<file path="config.mk">
export PLATFORM = sky130hd
export DESIGN_NAME = cfgsl_top
export DESIGN_NICKNAME = d
export VERILOG_FILES = /design/src/inc/cfgsl_pkg.sv /design/src/core/cfgsl_fifo.sv /design/src/core/cfgsl_top.sv
export VERILOG_INCLUDE_DIRS = /design/src /design/src/inc
export SDC_FILE = /design/constraint.sdc
export NUM_CORES = 1
export LEC_CHECK = 0
export ABC_AREA = 1
export BUFFER_PORTS_ARGS = -buffer_cell sky130_fd_sc_hd__buf_2
export CAP_MARGIN = 15
export CORE_UTILIZATION = 62
export CTS_CLUSTER_SIZE = 25
export DETAILED_ROUTE_END_ITERATION = 10
export GPL_ROUTABILITY_DRIVEN = 0
export PLACE_DENSITY = 0.88
export SYNTH_ARGS = -nofsm -noshare
export SYNTH_HDL_FRONTEND = slang
export SYNTH_HIERARCHICAL = 1
export SYNTH_SLANG_ARGS = --single-unit
</file>
<file path="constraint.sdc">
create_clock -name mclk_i -period 3.4 [get_ports mclk_i]
set_input_delay 0.68 -clock mclk_i [delete_from_list [all_inputs] [get_ports mclk_i]]
set_output_delay 0.68 -clock mclk_i [all_outputs]
set_load 0.02 [all_outputs]
</file>
<file path="src/inc/cfgsl_params.svh">
// Purpose: Constants for the synthesizer configuration slave.
// Assumes: Included by the top-level design file by bare name; the package does not include it.
// Notes:   Timing is event driven from sampled pins; no long counts are needed.
`ifndef CFGSL_PARAMS_SVH
`define CFGSL_PARAMS_SVH

`define CFGSL_SLAVE_ADDR7   7'h69
`define CFGSL_OFS_CTRL0     7'h00
`define CFGSL_NUM_BYTES     8'h01
`define CFGSL_CTRL0_RST     8'h01
`define CFGSL_CTRL0_WMASK   8'h17
`define CFGSL_BIT_MGMT      4
`define CFGSL_BIT_MAINSRC   2
`define CFGSL_BIT_STORSEL   1
`define CFGSL_BIT_RETAIN    0
`define CFGSL_CMD_SINGLE    7
`define CFGSL_FIFO_DEPTH    8
`define CFGSL_FIFO_WIDTH    15
`define CFGSL_MHZ_266       9'h10a
`define CFGSL_MHZ_133       9'h085
`define CFGSL_MHZ_200       9'h0c8
`define CFGSL_MHZ_166       9'h0a6
`define CFGSL_MHZ_333       9'h14d
`define CFGSL_MHZ_100       9'h064
`define CFGSL_MHZ_400       9'h190
`define CFGSL_CODE_RSVD     3'h7

`endif

</file>
<file path="src/inc/cfgsl_pkg.sv">
// Purpose: Types shared by the configuration slave files.
// Assumes: Takes no constants from cfgsl_params.svh; the state codes are literals.
// Notes:   Slave states are Gray coded along the write byte path; SACK to TX changes two bits.
package cfgsl_pkg;
  typedef enum logic [2:0] {
    CFGSL_IDLE = 3'h0,
    CFGSL_ADDR = 3'h1,
    CFGSL_SACK = 3'h3,
    CFGSL_RX   = 3'h2,
    CFGSL_TX   = 3'h6,
    CFGSL_MACK = 3'h7,
    CFGSL_IGN  = 3'h5
  } cfgsl_state_e;
  typedef enum logic [1:0] {
    CFGSL_PH_CMD   = 2'h0,
    CFGSL_PH_COUNT = 2'h1,
    CFGSL_PH_DATA  = 2'h2,
    CFGSL_PH_DONE  = 2'h3
  } cfgsl_phase_e;
endpackage

</file>
<file path="src/core/cfgsl_fifo.sv">
// Purpose: Small FIFO holding received register writes.
// Assumes: One clock; push and pop handshake with valid and ready.
// Notes:   Pointers carry one extra bit so full and empty are exact.
`timescale 1ns/1ps
module cfgsl_fifo #(
  parameter int W = 15,
  parameter int D = 8
) (
  input  wire logic         clk_i,       // System clock.
  input  wire logic         rst_i,       // Asynchronous reset, active high.
  input  wire logic         in_valid_i,  // Write word offered.
  output logic              in_ready_o,  // Room for a word.
  input  wire logic [W-1:0] in_data_i,   // Write word.
  output logic              out_valid_o, // Word available.
  input  wire logic         out_ready_i, // Drain side takes the word.
  output logic [W-1:0]      out_data_o   // Oldest word.
);
  localparam int AW = $clog2(D);
  logic [W-1:0] mem_q [D];
  logic [AW:0]  wp_q, wp_d, rp_q, rp_d;
  logic         push, pop;

  always_comb begin
    in_ready_o  = (wp_q[AW] == rp_q[AW]) || (wp_q[AW-1:0] != rp_q[AW-1:0]);
    out_valid_o = (wp_q != rp_q);
    out_data_o  = mem_q[rp_q[AW-1:0]];
    push        = in_valid_i && in_ready_o;
    pop         = out_valid_o && out_ready_i;
    wp_d        = push ? wp_q + 1'b1 : wp_q;
    rp_d        = pop ? rp_q + 1'b1 : rp_q;
  end

  always_ff @(posedge clk_i or posedge rst_i) begin
    if (rst_i) begin
      wp_q <= '0;
      rp_q <= '0;
    end else begin
      wp_q <= wp_d;
      rp_q <= rp_d;
    end
  end

  always_ff @(posedge clk_i) begin
    if (push) begin
      mem_q[wp_q[AW-1:0]] <= in_data_i;
    end
  end
endmodule // cfgsl_fifo

</file>
<file path="src/core/cfgsl_top.sv">
// Purpose: Strap latch and serial configuration slave of a clock synthesizer.
// Assumes: Pins are asynchronous to mclk_i and pass two flip-flops first.
// Notes:   The serial clock is sampled at 125 MHz, never used as a clock.
// How it works
// - Decode latched straps into CPU frequency
// - Capture straps when power-good sampled high
// - Capture once, except while in test mode
// - Control registers load defaults at reset
// - Byte and block, read and write
// - Block walks ascending, MSB first, stops anywhere
// - Answer only to address D2h
// - Command bit 7 selects single or block
// - Block write: command, count, acked data
// - Block read: count then data, NACK ends
// - Single write stores only the indexed byte
// - Single read returns one byte, NACKed
// - Byte 0 bits 7:5 show latched straps
// - Bit 4 management mode, by write or pins
// - Bit 2 selects main reference source
// - Bit 1 selects storage-link clock source
// - Bit 0 keeps config across power-down
// - After power-good, pin low means power-down
// - Strap C high at capture enters test
`timescale 1ns/1ps
`include "cfgsl_params.svh"
module cfgsl_top
  import cfgsl_pkg::*;
(
  input  wire logic mclk_i,                      // 125 MHz clock.
  input  wire logic sys_rst_i,                   // Asynchronous reset, active high.
  input  wire logic smb_clk_i,                   // Serial clock pin.
  input  wire logic smb_data_i,                  // Serial data pin level.
  output logic      smb_data_o,                  // Serial data drive value, always low.
  output logic      smb_data_oe_n_o,             // Low while pulling data low.
  input  wire logic power_good_strobe_i,         // Power-good, later power_down_n.
  input  wire logic freq_strap_a_i,              // Frequency strap A.
  input  wire logic freq_strap_b_i,              // Frequency strap B.
  input  wire logic freq_strap_c_i,              // Frequency strap C.
  input  wire logic cpu_clock_stop_n_i,          // CPU clock stop, active low.
  input  wire logic pci_clock_stop_n_i,          // PCI clock stop, active low.
  output logic      latched_freq_bit_a_o,        // Latched strap A.
  output logic      latched_freq_bit_b_o,        // Latched strap B.
  output logic      latched_freq_bit_c_o,        // Latched strap C.
  output logic      straps_captured_o,           // Strap capture has happened.
  output logic      test_mode_o,                 // Test mode active.
  output logic [8:0] cpu_freq_mhz_o,             // Selected CPU frequency in MHz.
  output logic      cpu_freq_reserved_o,         // Reserved strap code.
  output logic      power_down_req_o,            // Real-time power-down request.
  output logic      mgmt_mode_enable_o,          // Management mode.
  output logic      main_refclk_source_select_o, // Main reference source select.
  output logic      storage_link_clock_select_o, // Storage-link clock select.
  output logic      retain_config_on_powerdown_o // Keep config on power-down.
);
  function automatic logic [8:0] mhz_of(input logic [2:0] code);
    case (code)
      3'h0:    mhz_of = `CFGSL_MHZ_266;
      3'h1:    mhz_of = `CFGSL_MHZ_133;
      3'h2:    mhz_of = `CFGSL_MHZ_200;
      3'h3:    mhz_of = `CFGSL_MHZ_166;
      3'h4:    mhz_of = `CFGSL_MHZ_333;
      3'h5:    mhz_of = `CFGSL_MHZ_100;
      3'h6:    mhz_of = `CFGSL_MHZ_400;
      default: mhz_of = 9'h000;
    endcase
  endfunction

  // Two-flop synchronisers; the third serial stage only feeds edge detection.
  logic       scl_m_q, scl_s_q, scl_p_q, sda_m_q, sda_s_q, sda_p_q;
  logic       pg_m_q, pg_s_q, cs_m_q, cs_s_q, ps_m_q, ps_s_q;
  logic [2:0] st_m_q, st_s_q;
  always_ff @(posedge mclk_i or posedge sys_rst_i) begin
    if (sys_rst_i) begin
      {scl_m_q, scl_s_q, scl_p_q, sda_m_q, sda_s_q, sda_p_q} <= 6'h3f;
      {pg_m_q, pg_s_q}                                       <= 2'h0;
      {cs_m_q, cs_s_q, ps_m_q, ps_s_q}                       <= 4'hf;
      st_m_q                                                 <= 3'h0;
      st_s_q                                                 <= 3'h0;
    end else begin
      {scl_m_q, scl_s_q, scl_p_q} <= {smb_clk_i, scl_m_q, scl_s_q};
      {sda_m_q, sda_s_q, sda_p_q} <= {smb_data_i, sda_m_q, sda_s_q};
      {pg_m_q, pg_s_q}            <= {power_good_strobe_i, pg_m_q};
      {cs_m_q, cs_s_q}            <= {cpu_clock_stop_n_i, cs_m_q};
      {ps_m_q, ps_s_q}            <= {pci_clock_stop_n_i, ps_m_q};
      st_m_q <= {freq_strap_c_i, freq_strap_b_i, freq_strap_a_i};
      st_s_q <= st_m_q;
    end
  end
  logic scl_rise, scl_fall, bus_start, bus_stop;
  assign scl_rise  = scl_s_q && !scl_p_q;
  assign scl_fall  = !scl_s_q && scl_p_q;
  assign bus_start = scl_s_q && scl_p_q && sda_p_q && !sda_s_q;
  assign bus_stop  = scl_s_q && scl_p_q && !sda_p_q && sda_s_q;

  // Strap latch, test mode and the power-down pin.
  logic       cap_q, cap_d, test_q, test_d, pd_q, pd_d, rsv_q, rsv_d;
  logic [2:0] lat_q, lat_d;
  logic [8:0] mhz_q, mhz_d;
  always_comb begin
    cap_d  = cap_q;
    lat_d  = lat_q;
    test_d = test_q;
    if (pg_s_q && (!cap_q || test_q)) begin
      cap_d = 1'b1;
      lat_d = st_s_q;
      if (!cap_q) begin
        test_d = st_s_q[2];
      end
    end
    pd_d  = cap_q && !pg_s_q;
    mhz_d = mhz_of(lat_q);
    rsv_d = (lat_q == `CFGSL_CODE_RSVD);
  end
  always_ff @(posedge mclk_i or posedge sys_rst_i) begin
    if (sys_rst_i) begin
      cap_q  <= 1'b0;
      lat_q  <= 3'h0;
      test_q <= 1'b0;
      pd_q   <= 1'b0;
      mhz_q  <= 9'h000;
      rsv_q  <= 1'b0;
    end else begin
      cap_q  <= cap_d;
      lat_q  <= lat_d;
      test_q <= test_d;
      pd_q   <= pd_d;
      mhz_q  <= mhz_d;
      rsv_q  <= rsv_d;
    end
  end

  // Write FIFO; writes are held while power-down is requested, so it can fill.
  logic                        f_in_valid, f_in_ready, f_out_valid, f_out_ready;
  logic [`CFGSL_FIFO_WIDTH-1:0] f_in_data, f_out_data;
  assign f_out_ready = !pd_q;
  cfgsl_fifo #(.W(`CFGSL_FIFO_WIDTH), .D(`CFGSL_FIFO_DEPTH)) u_fifo (
    .clk_i       (mclk_i),
    .rst_i       (sys_rst_i),
    .in_valid_i  (f_in_valid),
    .in_ready_o  (f_in_ready),
    .in_data_i   (f_in_data),
    .out_valid_o (f_out_valid),
    .out_ready_i (f_out_ready),
    .out_data_o  (f_out_data)
  );

  // Control byte 0; bits 7:5 and 3 are never stored.
  logic [7:0] ctrl_q, ctrl_d;
  always_comb begin
    ctrl_d = ctrl_q;
    if (pd_d && !pd_q && !ctrl_q[`CFGSL_BIT_RETAIN]) begin
      ctrl_d = `CFGSL_CTRL0_RST;
    end
    if (f_out_valid && f_out_ready && f_out_data[14:8] == `CFGSL_OFS_CTRL0) begin
      ctrl_d = f_out_data[7:0] & `CFGSL_CTRL0_WMASK;
    end
    if (pd_q && !cs_s_q && !ps_s_q) begin
      ctrl_d[`CFGSL_BIT_MGMT] = 1'b1;
    end
  end
  always_ff @(posedge mclk_i or posedge sys_rst_i) begin
    if (sys_rst_i) begin
      ctrl_q <= `CFGSL_CTRL0_RST;
    end else begin
      ctrl_q <= ctrl_d;
    end
  end
  logic [7:0] byte0;
  assign byte0 = {lat_q, ctrl_q[4], 1'b0, ctrl_q[2:0]};

  // Serial slave.
  cfgsl_state_e st_q, st_d;
  cfgsl_phase_e ph_q, ph_d;
  logic [3:0]   bits_q, bits_d;
  logic [7:0]   sh_q, sh_d, nxt_byte;
  logic [6:0]   idx_q, idx_d;
  logic         rw_q, rw_d, blk_q, blk_d, ack_q, ack_d, cnt_q, cnt_d, oe_n_q, oe_n_d;
  always_comb begin
    st_d = st_q; ph_d = ph_q; bits_d = bits_q; sh_d = sh_q; idx_d = idx_q;
    rw_d = rw_q; blk_d = blk_q; ack_d = ack_q; cnt_d = cnt_q; oe_n_d = oe_n_q;
    f_in_valid = 1'b0;
    f_in_data  = {idx_q, sh_q};
    nxt_byte   = (blk_q && !cnt_q) ? `CFGSL_NUM_BYTES :
                 ((idx_q == `CFGSL_OFS_CTRL0) ? byte0 : 8'h00);
    if (bus_stop) begin
      st_d = CFGSL_IDLE; ph_d = CFGSL_PH_CMD; oe_n_d = 1'b1;
    end else if (bus_start) begin
      // A repeated start keeps the command so a read can follow it.
      st_d = CFGSL_ADDR; bits_d = 4'h0; oe_n_d = 1'b1; cnt_d = 1'b0;
      if (st_q == CFGSL_IDLE || st_q == CFGSL_IGN) begin
        ph_d = CFGSL_PH_CMD;
      end
    end else begin
      case (st_q)
        CFGSL_ADDR, CFGSL_RX: begin
          if (scl_rise) begin
            sh_d = {sh_q[6:0], sda_s_q};
            bits_d = bits_q + 4'h1;
          end else if (scl_fall && bits_q == 4'h8) begin
            st_d = CFGSL_SACK;
            oe_n_d = 1'b0;
            if (st_q == CFGSL_ADDR) begin
              rw_d = sh_q[0];
              if (sh_q[7:1] != `CFGSL_SLAVE_ADDR7) begin
                st_d = CFGSL_IGN; oe_n_d = 1'b1;
              end
            end else begin
              case (ph_q)
                CFGSL_PH_CMD: begin
                  blk_d = !sh_q[`CFGSL_CMD_SINGLE];
                  idx_d = sh_q[`CFGSL_CMD_SINGLE] ? sh_q[6:0] : 7'h00;
                  ph_d  = sh_q[`CFGSL_CMD_SINGLE] ? CFGSL_PH_DATA : CFGSL_PH_COUNT;
                end
                CFGSL_PH_COUNT: ph_d = CFGSL_PH_DATA;
                CFGSL_PH_DATA: begin
                  if (f_in_ready) begin
                    f_in_valid = 1'b1;
                    idx_d = blk_q ? idx_q + 7'h01 : idx_q;
                    ph_d  = blk_q ? CFGSL_PH_DATA : CFGSL_PH_DONE;
                  end else begin
                    st_d = CFGSL_IGN; oe_n_d = 1'b1;
                  end
                end
                default: begin
                  st_d = CFGSL_IGN; oe_n_d = 1'b1;
                end
              endcase
            end
          end
        end
        CFGSL_SACK: begin
          if (scl_fall) begin
            if (rw_q) begin
              st_d = CFGSL_TX; sh_d = nxt_byte; oe_n_d = nxt_byte[7]; bits_d = 4'h0;
              if (blk_q && !cnt_q) cnt_d = 1'b1;
              else if (blk_q) idx_d = idx_q + 7'h01;
            end else begin
              st_d = CFGSL_RX; oe_n_d = 1'b1; bits_d = 4'h0;
            end
          end
        end
        CFGSL_TX: begin
          if (scl_fall) begin
            if (bits_q == 4'h7) begin
              st_d = CFGSL_MACK; oe_n_d = 1'b1;
            end else begin
              sh_d = {sh_q[6:0], 1'b0}; oe_n_d = sh_q[6]; bits_d = bits_q + 4'h1;
            end
          end
        end
        CFGSL_MACK: begin
          if (scl_rise) begin
            ack_d = !sda_s_q;
          end else if (scl_fall) begin
            if (ack_q && blk_q) begin
              st_d = CFGSL_TX; sh_d = nxt_byte; oe_n_d = nxt_byte[7]; bits_d = 4'h0;
              if (!cnt_q) cnt_d = 1'b1;
              else idx_d = idx_q + 7'h01;
            end else begin
              st_d = CFGSL_IGN;
            end
          end
        end
        CFGSL_IDLE, CFGSL_IGN: ;
        default: st_d = CFGSL_IDLE;
      endcase
    end
  end
  always_ff @(posedge mclk_i or posedge sys_rst_i) begin
    if (sys_rst_i) begin
      st_q <= CFGSL_IDLE; ph_q <= CFGSL_PH_CMD; bits_q <= 4'h0; sh_q <= 8'h00;
      idx_q <= 7'h00; rw_q <= 1'b0; blk_q <= 1'b0; ack_q <= 1'b0; cnt_q <= 1'b0;
      oe_n_q <= 1'b1;
    end else begin
      st_q <= st_d; ph_q <= ph_d; bits_q <= bits_d; sh_q <= sh_d;
      idx_q <= idx_d; rw_q <= rw_d; blk_q <= blk_d; ack_q <= ack_d; cnt_q <= cnt_d;
      oe_n_q <= oe_n_d;
    end
  end

  assign smb_data_o                   = 1'b0;
  assign smb_data_oe_n_o              = oe_n_q;
  assign {latched_freq_bit_c_o, latched_freq_bit_b_o, latched_freq_bit_a_o} = lat_q;
  assign straps_captured_o            = cap_q;
  assign test_mode_o                  = test_q;
  assign cpu_freq_mhz_o               = mhz_q;
  assign cpu_freq_reserved_o          = rsv_q;
  assign power_down_req_o             = pd_q;
  assign mgmt_mode_enable_o           = ctrl_q[`CFGSL_BIT_MGMT];
  assign main_refclk_source_select_o  = ctrl_q[`CFGSL_BIT_MAINSRC];
  assign storage_link_clock_select_o  = ctrl_q[`CFGSL_BIT_STORSEL];
  assign retain_config_on_powerdown_o = ctrl_q[`CFGSL_BIT_RETAIN];
endmodule // cfgsl_top

</file>
==> results of run 1 <==
==> power by group through the flow <==
stage	clock, mW	combinational, mW	sequential (mW)
3_3_place_gp	0	1.98	2.90
2_1_floorplan	0	1.60	2.81
3_5_place_dp	0	2.02	2.91
4_1_cts	1.82	2.04	2.87
5_1_grt	1.90	2.30	2.92
6_report	1.79	2.07	2.88
==> flip-flops by register name, indices dropped and copies added (netlist names), 2 cells and up <==
name,flops
ctrl_q,4
u_fifo/mem_q,88
st_q,3
u_fifo/rp_q,4
ph_q,2
st_m_q,3
sh_q,8
idx_q,7
cpu_freq_mhz_o,9
st_s_q,3
u_fifo/wp_q,4
lat_q,3
bits_q,4
==> metrics by stage <==
step | cells | util | instance area (µm²) | setup slack, ns
final | 999 | 0.703 | 8450 | 0.644
after global placement | 967 | 0.656 | 7890 | 0.811
after global routing | 999 | 0.703 | 8450 | 0.424
after floorplan | 808 | - | 7630 | 0.561
after detailed placement | 967 | 0.656 | 7890 | 0.718
after CTS | 999 | 0.703 | 8450 | 0.676
==> layout by cell type, fill, tap and decap left out, drive strengths merged, types with 2 or more instances in the layout <==
cell / instances
edfxtp: 88
xor2: 3
nor3: 9
clkinvlp: 2
nand4: 15
o211ai: 3
ha: 10
nand3: 52
a31oi: 4
or2: 2
dfrtp: 63
clkinv: 6
dfstp: 12
nor2: 98
clkbuf: 23
a21oi: 18
inv: 70
o22ai: 25
nand2: 215
buf: 44
o21ai: 82
==> area by class of cell <==
cell class                      count  share of cell area
Clock buffer                       23              0.0572
Tap cell                          147              0.0218
Sequential cell                   163               0.537
Clock inverter                      9             0.00948
Multi-Input combinational cell    543               0.312
Inverter                           70              0.0323
Timing Repair Buffer               44              0.0302
==> routing by layer <==
metal,wire (µm),global-route usage,part of all wire,up-vias
li1,-,-,-,2783
met1,6790,0.363,0.41,2779
met2,8110,0.449,0.49,300
met3,1330,0.0546,0.080,36
met4,385,0.122,0.023,0
met5,0,0,0,-
==> worst max-delay path by stage <==
stage	startpoint	cells after the start	end	slack (ns)
2_1_floorplan	bits_q[0]	8	u_fifo/mem_q[4][0]	0.56
3_5_place_dp	u_fifo/rp_q[1]	12	u_fifo/mem_q[7][9]	0.72
3_3_place_gp	u_fifo/rp_q[1]	12	u_fifo/mem_q[7][12]	0.81
4_1_cts	u_fifo/rp_q[1]	12	u_fifo/mem_q[7][14]	0.68
5_1_grt	u_fifo/rp_q[1]	12	u_fifo/mem_q[7][12]	0.42
6_report	u_fifo/rp_q[1]	12	u_fifo/mem_q[7][9]	0.64
==> worst max-delay path, stage by stage, from the launching register on <==
cell and delay, ns:
dfrtp_1 0.39, inv_2 0.29, nand2_1 0.12, nand2_2 0.10, clkinv_1 0.10, nand4_4 0.13, nand2_1 0.09, nor4_1 0.31
buf_4 0.21, nand2_1 0.06, nor2_1 0.13, nand2_1 0.09, inv_1 0.37
==> results.rst, run 1 <==
.. list-table::
   :header-rows: 1

   * - Metric
     - Value
   * - Result of the run
     - finished, final reports clean
   * - Average routed wire per standard cell
     - 16.6 µm
   * - Maximum operating frequency
     - 363 MHz
   * - Capture instance of the worst register-to-register path
     - u_fifo/mem_q[7][9]
   * - Element type at the critical path end
     - flip-flop
   * - Biggest fanout along the worst timing path
     - 23
   * - Count of inserted antenna diode cells
     - 0
   * - Via density
     - 5.90
   * - Number of antenna violations at the first check in global routing
     - 0
   * - Total Power Consumption
     - 6.74 mW
   * - RSZ-0062 raised after global routing
     - no
   * - Vias in the first global route
     - 5496
   * - Worst hold slack after final layout
     - 0.229 ns
   * - Worst Tran Pin Value
     - 0.680 ns
   * - Worst hold path type
     - in2async
   * - Mean cell area of the mapped netlist
     - 9.44 µm²
   * - Switching power as a share of total power
     - 0.378
   * - Floorplan die height
     - 113 µm
   * - FF-to-FF path depth
     - 12
   * - Clock transition at the registers of the reported paths
     - 0.06 ns
   * - CTS tree
     - done
   * - Area delta synth->final
     - 10.8%
   * - Sum of routed wire length over all layers
     - 16600 µm
   * - Number of hold-slack violations in the final timing report
     - 0
   * - Launching point of the worst reg2reg path
     - u_fifo/rp_q[1]
   * - Highest ir drop seen on vdd
     - 0.000517 V
   * - Count of filler cells inserted in the layout
     - 878
   * - WS Path Type
     - reg2reg
   * - Post-DP HPWL
     - 11200 µm
   * - Number of max-cap violations
     - 0
   * - Cells resized by post-CTS repair
     - 0
   * - Post-CTS setup repair buffer count
     - 0
   * - Vias
     - 5898
   * - Internal power of the cells
     - 4.19 mW
   * - DRC violation count after routing
     - 0
   * - Ratio of final minimum period to clock period
     - 0.811
   * - Sequential power share
     - 0.428
   * - First-pass GRT wire length
     - 26500 µm
   * - Syn. warnings
     - 6
   * - PD cells
     - 798 nW/µm²
   * - Max_slew headroom
     - 0.546
   * - Fraction of final layout cells sized beyond drive strength 1
     - 0.149
   * - Hold-fix buffer count after cts
     - 0
   * - Core Footprint
     - 12000 µm²
   * - Netlist area before placement
     - 7630 µm²
   * - Final-report max-slew violation count
     - 0
   * - Starting utilization of the core area
     - 0.635
   * - IO Port Bufs
     - 30
   * - Final Critical Period
     - 2.76 ns
   * - Sum Neg Setup Slack
     - 0 ns
   * - Floorplan die area
     - 12700 µm²
   * - Net switching power of the design
     - 2.55 mW
   * - Worst Clk Skew
     - 0.0161 ns
   * - Kind of start point of the critical path
     - flip-flop
   * - Power share of the clock group
     - 0.266
   * - Total setup violations reported at the end of the flow
     - 0
   * - Number of detailed-route iterations in the first pass
     - 6
   * - Number of routed nets with antenna violations
     - 0
   * - Share of total power in combinational logic
     - 0.307
   * - Total number of placement rows
     - 40
   * - First-iteration detailed-routing DRC count
     - 621
   * - Overall track demand over capacity in global routing
     - 0.275
   * - Top-level I/O count
     - 32
   * - Data required time of the worst path
     - 3.46 ns
   * - NumNets Final
     - 859
   * - Setup slack, reg-to-reg
     - 0.64 ns
   * - Clock tree root buffer cell
     - clkbuf_16
   * - Die Width
     - 113 µm
   * - Clock buffer depth
     - 2
   * - Leakage power figure
     - 3.71 nW
   * - Register Area
     - 4530 µm²
   * - Gr ovfl total
     - 0
   * - H-tree depth reported by CTS
     - 4
   * - Clock buffer count from CTS
     - 17
   * - Source-to-sink clock delay at the later pin of the worst-skew pair
     - 0.42 ns
   * - Multi-input logic area
     - 2640 µm²
   * - Total nets after synthesis
     - 828
   * - Data arrival at the endpoint of the critical path
     - 2.81 ns
   * - Cell count after synthesis
     - 808
   * - Maximum number of pins on one net before global-route repair
     - 48
   * - Sink Count
     - 163
Note: power is estimated with default switching activity, not from simulation.
==> run 2: changes to the inputs <==
ABC_AREA = 0   (was 1)
clock period = 2.84 ns   (was 3.4 ns; I/O delays follow)
==> run 2 against run 1 <==
Compared with the run above:
- worst hold slack got worse by 0.14 ns
- final area increased by 3.3%
- power decreased by 5.3%
- wire length increased by 7.2%
- register-to-register slack got worse by 0.52 ns
- via count decreased by 15%
- clock power increased by 29%
- critical path depth decreased by 4
- non-clock buffer count increased by 19
- final cell count decreased by 26%
- sequential cell count unchanged
- largest cell class unchanged
==> results.rst, run 2 <==
.. list-table::
   :header-rows: 1

   * - Metric
     - Value
   * - Ratio of final minimum period to clock period
     - 0.956 (+0.145)
   * - Starting utilization of the core area
     - 0.649 (+0.0139)
   * - Leading cell types in the layout, fill and taps excluded
     - edfxtp_1, dfrtp_1, buf_2
   * - Overall track demand over capacity in global routing
     - 0.303 (+0.0278)
   * - First-pass GRT wire length
     - 28200 µm (+6.4%)
   * - Number of detailed-route iterations in the first pass
     - 5 (-1)
   * - Total setup violations reported at the end of the flow
     - 0 (unchanged)
   * - Floorplan die height
     - 112 µm (-0.39%)
   * - CTS tree
     - done
   * - Sequential power share
     - 0.460 (+0.032)
   * - Final-report max-slew violation count
     - 0 (unchanged)
   * - IO Port Bufs
     - 30 (unchanged)
   * - Floorplan die area
     - 12600 µm² (-0.77%)
   * - Via density
     - 6.76 (+15%)
   * - Capture instance of the worst register-to-register path
     - idx_q[3]
   * - Top-level I/O count
     - 32 (unchanged)
   * - Netlist area before placement
     - 7570 µm² (-0.79%)
   * - Post-DP HPWL
     - 11400 µm (+1.5%)
   * - Commonest non-fill, non-tap cell in the layout
     - edfxtp_1
   * - Inst Count DP
     - 705 (-27%)
   * - Maximum number of pins on one net before global-route repair
     - 28 (-42%)
   * - Mean cell area of the mapped netlist
     - 14.3 µm² (+51%)
   * - Number of flip-flops in the largest register
     - 88 (unchanged)
   * - Final worst-path setup slack
     - 0.126 ns (-0.519 ns)
   * - Total nets after synthesis
     - 550 (-34%)
   * - Fraction of final layout cells sized beyond drive strength 1
     - 0.284 (+0.135)
   * - Count of inserted antenna diode cells
     - 0 (unchanged)
   * - Number of routed nets with antenna violations
     - 0 (unchanged)
   * - Clock buffer depth
     - 2 (unchanged)
   * - Net switching power of the design
     - 1.92 mW (-25%)
   * - FF-to-FF path depth
     - 8 (-4)
   * - Highest ir drop seen on vdd
     - 0.000490 V (-5.2%)
   * - Maximum operating frequency
     - 368 MHz (+1.5%)
   * - Sink Count
     - 163 (unchanged)
   * - Number of hold-slack violations in the final timing report
     - 0 (unchanged)
   * - Post-Layout Cell Count
     - 738 (-26%)
   * - Number of max-cap violations
     - 0 (unchanged)
   * - Core Footprint
     - 11700 µm² (-2.9%)
   * - WS Path Type
     - reg2reg
   * - Die Width
     - 112 µm (-0.39%)
   * - Worst Clk Skew
     - 0.0150 ns (-0.00117 ns)
   * - Average routed wire per standard cell
     - 24.1 µm (+45%)
   * - Vias
     - 4990 (-15%)
   * - Biggest fanout along the worst timing path
     - 5 (-78%)
   * - Setup slack, reg-to-reg
     - 0.13 ns (-0.52 ns)
   * - Number of antenna violations at the first check in global routing
     - 0 (unchanged)
   * - Max_slew headroom
     - 0.503 (-0.0434)
   * - Clock tree root buffer cell
     - clkbuf_16
   * - Data required time of the worst path
     - 3.14 ns (-0.32 ns)
   * - Launching point of the worst reg2reg path
     - u_fifo/rp_q[3]
   * - Worst Tran Pin Value
     - 0.741 ns (+0.0606 ns)
   * - Source-to-sink clock delay at the later pin of the worst-skew pair
     - 0.43 ns (about the same)
   * - Sum of routed wire length over all layers
     - 17800 µm (+7.2%)
   * - Power share of the clock group
     - 0.362 (+0.096)
   * - Result of the run
     - finished, final reports clean
   * - Final Critical Period
     - 2.71 ns (-0.0415 ns)
   * - Data arrival at the endpoint of the critical path
     - 3.01 ns (+0.20 ns)
   * - Share of total power in combinational logic
     - 0.178 (-0.129)
   * - Element type at the critical path end
     - flip-flop
   * - Area delta synth->final
     - 15.3%
   * - Gr ovfl total
     - 0 (unchanged)
   * - Clock buffer count from CTS
     - 17 (unchanged)
   * - First-iteration detailed-routing DRC count
     - 481 (-23%)
   * - Kind of start point of the critical path
     - flip-flop
   * - Worst hold path type
     - in2async
   * - Vias in the first global route
     - 5069 (-7.8%)
   * - Total number of placement rows
     - 39 (-2.5%)
   * - NumNets Final
     - 602 (-30%)
   * - Total Power Consumption
     - 6.38 mW (-5.3%)
   * - Internal power of the cells
     - 4.46 mW (+6.4%)
   * - DRC violation count after routing
     - 0 (unchanged)
   * - Placement-stage worst setup slack
     - 0.0797 ns (-0.639 ns)
   * - Worst hold slack after final layout
     - 0.0908 ns (-0.138 ns)
   * - Clock transition at the registers of the reported paths
     - 0.07 ns (about the same)
   * - PD cells
     - 732 nW/µm² (-8.3%)
   * - H-tree depth reported by CTS
     - 4 (unchanged)
   * - Cell count after synthesis
     - 530 (-34%)
   * - Syn. warnings
     - 6 (unchanged)
   * - Leakage power figure
     - 3.42 nW (-7.7%)
   * - Switching power as a share of total power
     - 0.301 (-0.0769)
   * - RSZ-0062 raised after global routing
     - no
[run 2: through the flow]
| step | TNS [ns] | cell area [µm²] | utilization |
|---|---|---|---|
| 2_1_floorplan | -2.24 | 7640 | - |
| 3_3_place_gp | 0 | 8090 | 0.694 |
| 3_5_place_dp | 0 | 8090 | 0.694 |
| 4_1_cts | 0 | 8710 | 0.747 |
| 5_1_grt | 0 | 8730 | 0.748 |
| 6_report | 0 | 8730 | 0.748 |
[run 2: timing repair]
item,4_1_cts,5_1_grt
endpoints found under the setup margin,4,30
buffers inserted,0,1
pin swaps,0,2
resized for setup,2,4
hold buffers,0,0
cloned,0,0
endpoints found under the hold margin,0,0
[run 2: power by group through the flow]
| stage | Clock, mW | Combinational [mW] | Sequential (mW) |
|---|---|---|---|
| global placement | 0 | 1.06 | 2.95 |
| CTS | 2.33 | 1.12 | 2.92 |
| finish | 2.31 | 1.14 | 2.93 |
| floorplan | 0 | 0.770 | 2.96 |
| detailed placement | 0 | 1.10 | 2.97 |
| global route | 2.43 | 1.24 | 2.95 |
[run 2: worst max path at each step]
stage                        start                  end  slack [ns]  cells after the start
floorplan                bits_q[0]   u_fifo/mem_q[0][0]       -0.18                      7
global placement         bits_q[0]  u_fifo/mem_q[2][10]        0.24                      9
detailed placement       bits_q[0]  u_fifo/mem_q[0][10]        0.08                      9
CTS                      bits_q[0]  u_fifo/mem_q[0][13]        0.06                      9
global route        u_fifo/rp_q[3]             idx_q[3]        0.09                      8
finish              u_fifo/rp_q[3]             idx_q[3]        0.13                      8
[run 2: area by class of cell]
type / instances / area [µm²]
fillers: 622 / 2940
well taps: 143 / 179
clock inverters: 12 / 109
inverters: 24 / 90.1
flip-flops and latches: 163 / 4530
clock buffers: 20 / 500
multi-input cells: 313 / 2840
repair buffers: 63 / 477
[run 2: layer usage]
layer / vias to the layer above / track usage / part of all wire
met5: - / 0 / 0
met4: 0 / 0.154 / 0.036
met3: 54 / 0.0648 / 0.074
met2: 303 / 0.513 / 0.51
met1: 2467 / 0.371 / 0.38
li1: 2166 / - / -
[run 2: worst max-delay path, stage by stage (launching register included)]
cell and delay (ns):
dfrtp_1 0.45, xnor2_1 0.31, nor4_2 0.13, inv_1 0.14, mux2i_1 0.10, or4_4 0.44, a2111oi_4 0.45, o21ai_2 0.18
a221o_1 0.39
==> run 3: changes to the inputs <==
ABC_AREA = 1   (was 0)
==> run 3 against run 2 <==
Compared with the run above:
- final cell count rose by 36%
- via count rose by 19%
- clock skew rose by 0.0069 ns
- global-route usage fell by 1.6 points
- register-to-register slack improved by 0.14 ns
- worst hold slack improved by 0.00096 ns
- combinational power rose by 120%
- die area rose by 0.77%
- wire length fell by 4.6%
- sequential power rose by 17%
- maximum frequency rose by 5.5%
- critical endpoint is now u_fifo/mem_q[7][13]
- largest cell class unchanged
==> results.rst, run 3 (same netlist as run 1, synthesis figures left out) <==
.. list-table::
   :header-rows: 1

   * - Metric
     - Value
   * - Result of the run
     - finished, final reports clean
   * - Overall track demand over capacity in global routing
     - 0.287 (-0.0163)
   * - Top-level I/O count
     - 32 (unchanged)
   * - Cell with the largest stage delay on the worst path
     - dfrtp_1
   * - CP top delay family
     - simple AND/OR/NAND/NOR gates
   * - Final worst-path setup slack
     - 0.267 ns (+0.141 ns)
   * - Floorplan die area
     - 12700 µm² (+0.77%)
   * - Via density
     - 5.91 (-13%)
   * - Area after detailed placement
     - 7930 µm² (-2.0%)
   * - Power share of the clock group
     - 0.272 (-0.090)
   * - Vias
     - 5935 (+19%)
   * - Gr ovfl total
     - 0 (unchanged)
   * - Total setup violations reported at the end of the flow
     - 0 (unchanged)
   * - Worst hold path type
     - in2async
   * - Share of total power in combinational logic
     - 0.308 (+0.130)
   * - Data required time of the worst path
     - 2.90 ns (-0.24 ns)
   * - Final design instance area without fill
     - 8510 µm² (-2.5%)
   * - Hold-fix buffer count after cts
     - 0 (unchanged)
   * - Floorplan die height
     - 113 µm (+0.39%)
   * - NumNets Final
     - 865 (+44%)
   * - Worst path max stage delay
     - 0.41 ns (-0.04 ns)
   * - Number of max-cap violations
     - 0 (unchanged)
   * - Ratio of final minimum period to clock period
     - 0.906 (-0.0497)
   * - Clock buffer depth
     - 2 (unchanged)
   * - Worst Tran Pin Value
     - 0.645 ns (-0.0962 ns)
   * - Vias in the first global route
     - 5748 (+13%)
   * - Die Width
     - 113 µm (+0.39%)
   * - First-iteration detailed-routing DRC count
     - 593 (+23%)
   * - Maximum number of pins on one net before global-route repair
     - 46 (+64%)
   * - CTS tree
     - done
   * - Sequential power share
     - 0.420 (-0.040)
   * - Commonest non-fill, non-tap cell in the layout
     - nand2_1
   * - Switching power as a share of total power
     - 0.388 (+0.0867)
   * - Core Footprint
     - 12000 µm² (+3.0%)
   * - Sink Count
     - 163 (unchanged)
   * - Post-DP HPWL
     - 11400 µm (+0.27%)
   * - Sum of routed wire length over all layers
     - 17000 µm (-4.6%)
   * - Final-report max-slew violation count
     - 0 (unchanged)
   * - Most used cell, CP
     - nand2_1
   * - Max_slew headroom
     - 0.570 (+0.0671)
   * - PD cells
     - 963 nW/µm² (+32%)
   * - Number of routed nets with antenna violations
     - 0 (unchanged)
   * - Net switching power of the design
     - 3.18 mW (+65%)
   * - Biggest fanout along the worst timing path
     - 12 (+7)
   * - Kind of start point of the critical path
     - flip-flop
   * - Cells resized by post-CTS repair
     - 0 (-2)
   * - Maximum operating frequency
     - 389 MHz (+5.5%)
   * - WS Path Type
     - reg2reg
   * - First-pass GRT wire length
     - 27500 µm (-2.4%)
   * - IO Port Bufs
     - 30 (unchanged)
   * - Area delta synth->final
     - 11.6%
   * - Internal power of the cells
     - 5.02 mW (+12%)
   * - Post-CTS setup repair buffer count
     - 0 (unchanged)
   * - Element type at the critical path end
     - flip-flop
   * - Placement-stage worst setup slack
     - 0.304 ns (+0.224 ns)
   * - Starting utilization of the core area
     - 0.635 (-0.0139)
   * - Clock tree root buffer cell
     - clkbuf_16
   * - Leakage power figure
     - 3.74 nW (+9.2%)
   * - Highest ir drop seen on vdd
     - 0.000534 V (+9.0%)
   * - DRC violation count after routing
     - 0 (unchanged)
   * - Total number of placement rows
     - 40 (+2.6%)
   * - Data arrival at the endpoint of the critical path
     - 2.63 ns (-0.38 ns)
   * - Clock buffer count from CTS
     - 17 (unchanged)
   * - Count of inserted antenna diode cells
     - 0 (unchanged)
   * - Fraction of final layout cells sized beyond drive strength 1
     - 0.159 (-0.126)
   * - Source-to-sink clock delay at the later pin of the worst-skew pair
     - 0.44 ns (about the same)
   * - Final Critical Period
     - 2.57 ns (-0.141 ns)
   * - Worst Clk Skew
     - 0.0219 ns (+0.00688 ns)
   * - Number of antenna violations at the first check in global routing
     - 0 (unchanged)
   * - Number of detailed-route iterations in the first pass
     - 6 (+1)
   * - Total buffers and inverters traversed by the critical path
     - 2 (+1)
   * - Average routed wire per standard cell
     - 16.9 µm (-30%)
   * - Clock transition at the registers of the reported paths
     - 0.06 ns (about the same)
   * - Number of flip-flops in the largest register
     - 88 (unchanged)
   * - Ordered cell list for the critical path
     - inv_1 > ha_1 > nand2_1 > nor4_1 > nand2_1 > nor2_1 > nand2_1 > inv_1
   * - Number of hold-slack violations in the final timing report
     - 0 (unchanged)
   * - RSZ-0062 raised after global routing
     - no
   * - Leading cell types in the layout, fill and taps excluded
     - nand2_1, nor2_1, edfxtp_1
   * - Sum Neg Setup Slack
     - 0 ns (unchanged)
   * - H-tree depth reported by CTS
     - 4 (unchanged)
[run 3: changes by cell type in the layout (fill, tap and decap cells not counted), sizes merged, moves of 8 or more]
| cell | delta |
|---|---|
| o22ai | +23 |
| nand4 | +12 |
| mux2 | -26 |
| nand2b | -8 |
| nor2 | +77 |
| inv | +47 |
| buf | -13 |
| o21ai | +62 |
| mux4 | -22 |
| nand3 | +39 |
| nand2 | +188 |
| nor4 | -8 |
| a22o | -8 |
[run 3: path summary, 6_finish.rpt]
check / start / end / slack, ns / depth (start not counted)
max in group asynchronous: sys_rst_i / lat_q[0] / 1.90 / 3
hold reg to reg: st_m_q[1] / st_s_q[1] / 0.35 / 0
hold / removal: sys_rst_i / u_fifo/wp_q[2] / 0.09 / 2
setup reg to reg: ph_q[0] / u_fifo/mem_q[7][13] / 0.27 / 8
setup / recovery: ph_q[0] / u_fifo/mem_q[7][13] / 0.27 / 8
min in group mclk_i: pci_clock_stop_n_i / ps_m_q / 0.23 / 1
[run 3: per-layer routing]
layer  vias to the layer above  routed length (µm)  global-route usage
met5                         -                   0                   0
met4                         0                 481               0.145
met3                        44                1250              0.0632
met2                       311                8500               0.484
met1                      2791                6750               0.352
li1                       2789                   -                   -
[run 3: area by class of cell]
type	instances	area, µm²
sequential	163	4530
fill	851	3500
multi-input combinational	543	2640
clock buffer	18	439
timing repair buffer	50	300
inverter	70	273
tap	147	184
clock inverter	14	143
[run 3: stage by stage]
stage	total power [mW]	utilization	hold WS (ns)	std cells
CTS	8.19	0.709	0.103	1005
global placement	5.86	0.660	0.334	973
global route	8.66	0.709	0.123	1005
floorplan	5.28	-	0.331	808
detailed placement	5.95	0.660	0.342	973
finish	8.20	0.709	0.0918	1005
[run 3: power by group through the flow]
stage	Combinational, mW	Sequential, mW	Clock (mW)
after global placement	2.41	3.46	0
after CTS	2.50	3.44	2.26
after floorplan	1.92	3.36	0
final	2.52	3.44	2.23
after detailed placement	2.47	3.48	0
after global routing	2.82	3.49	2.35
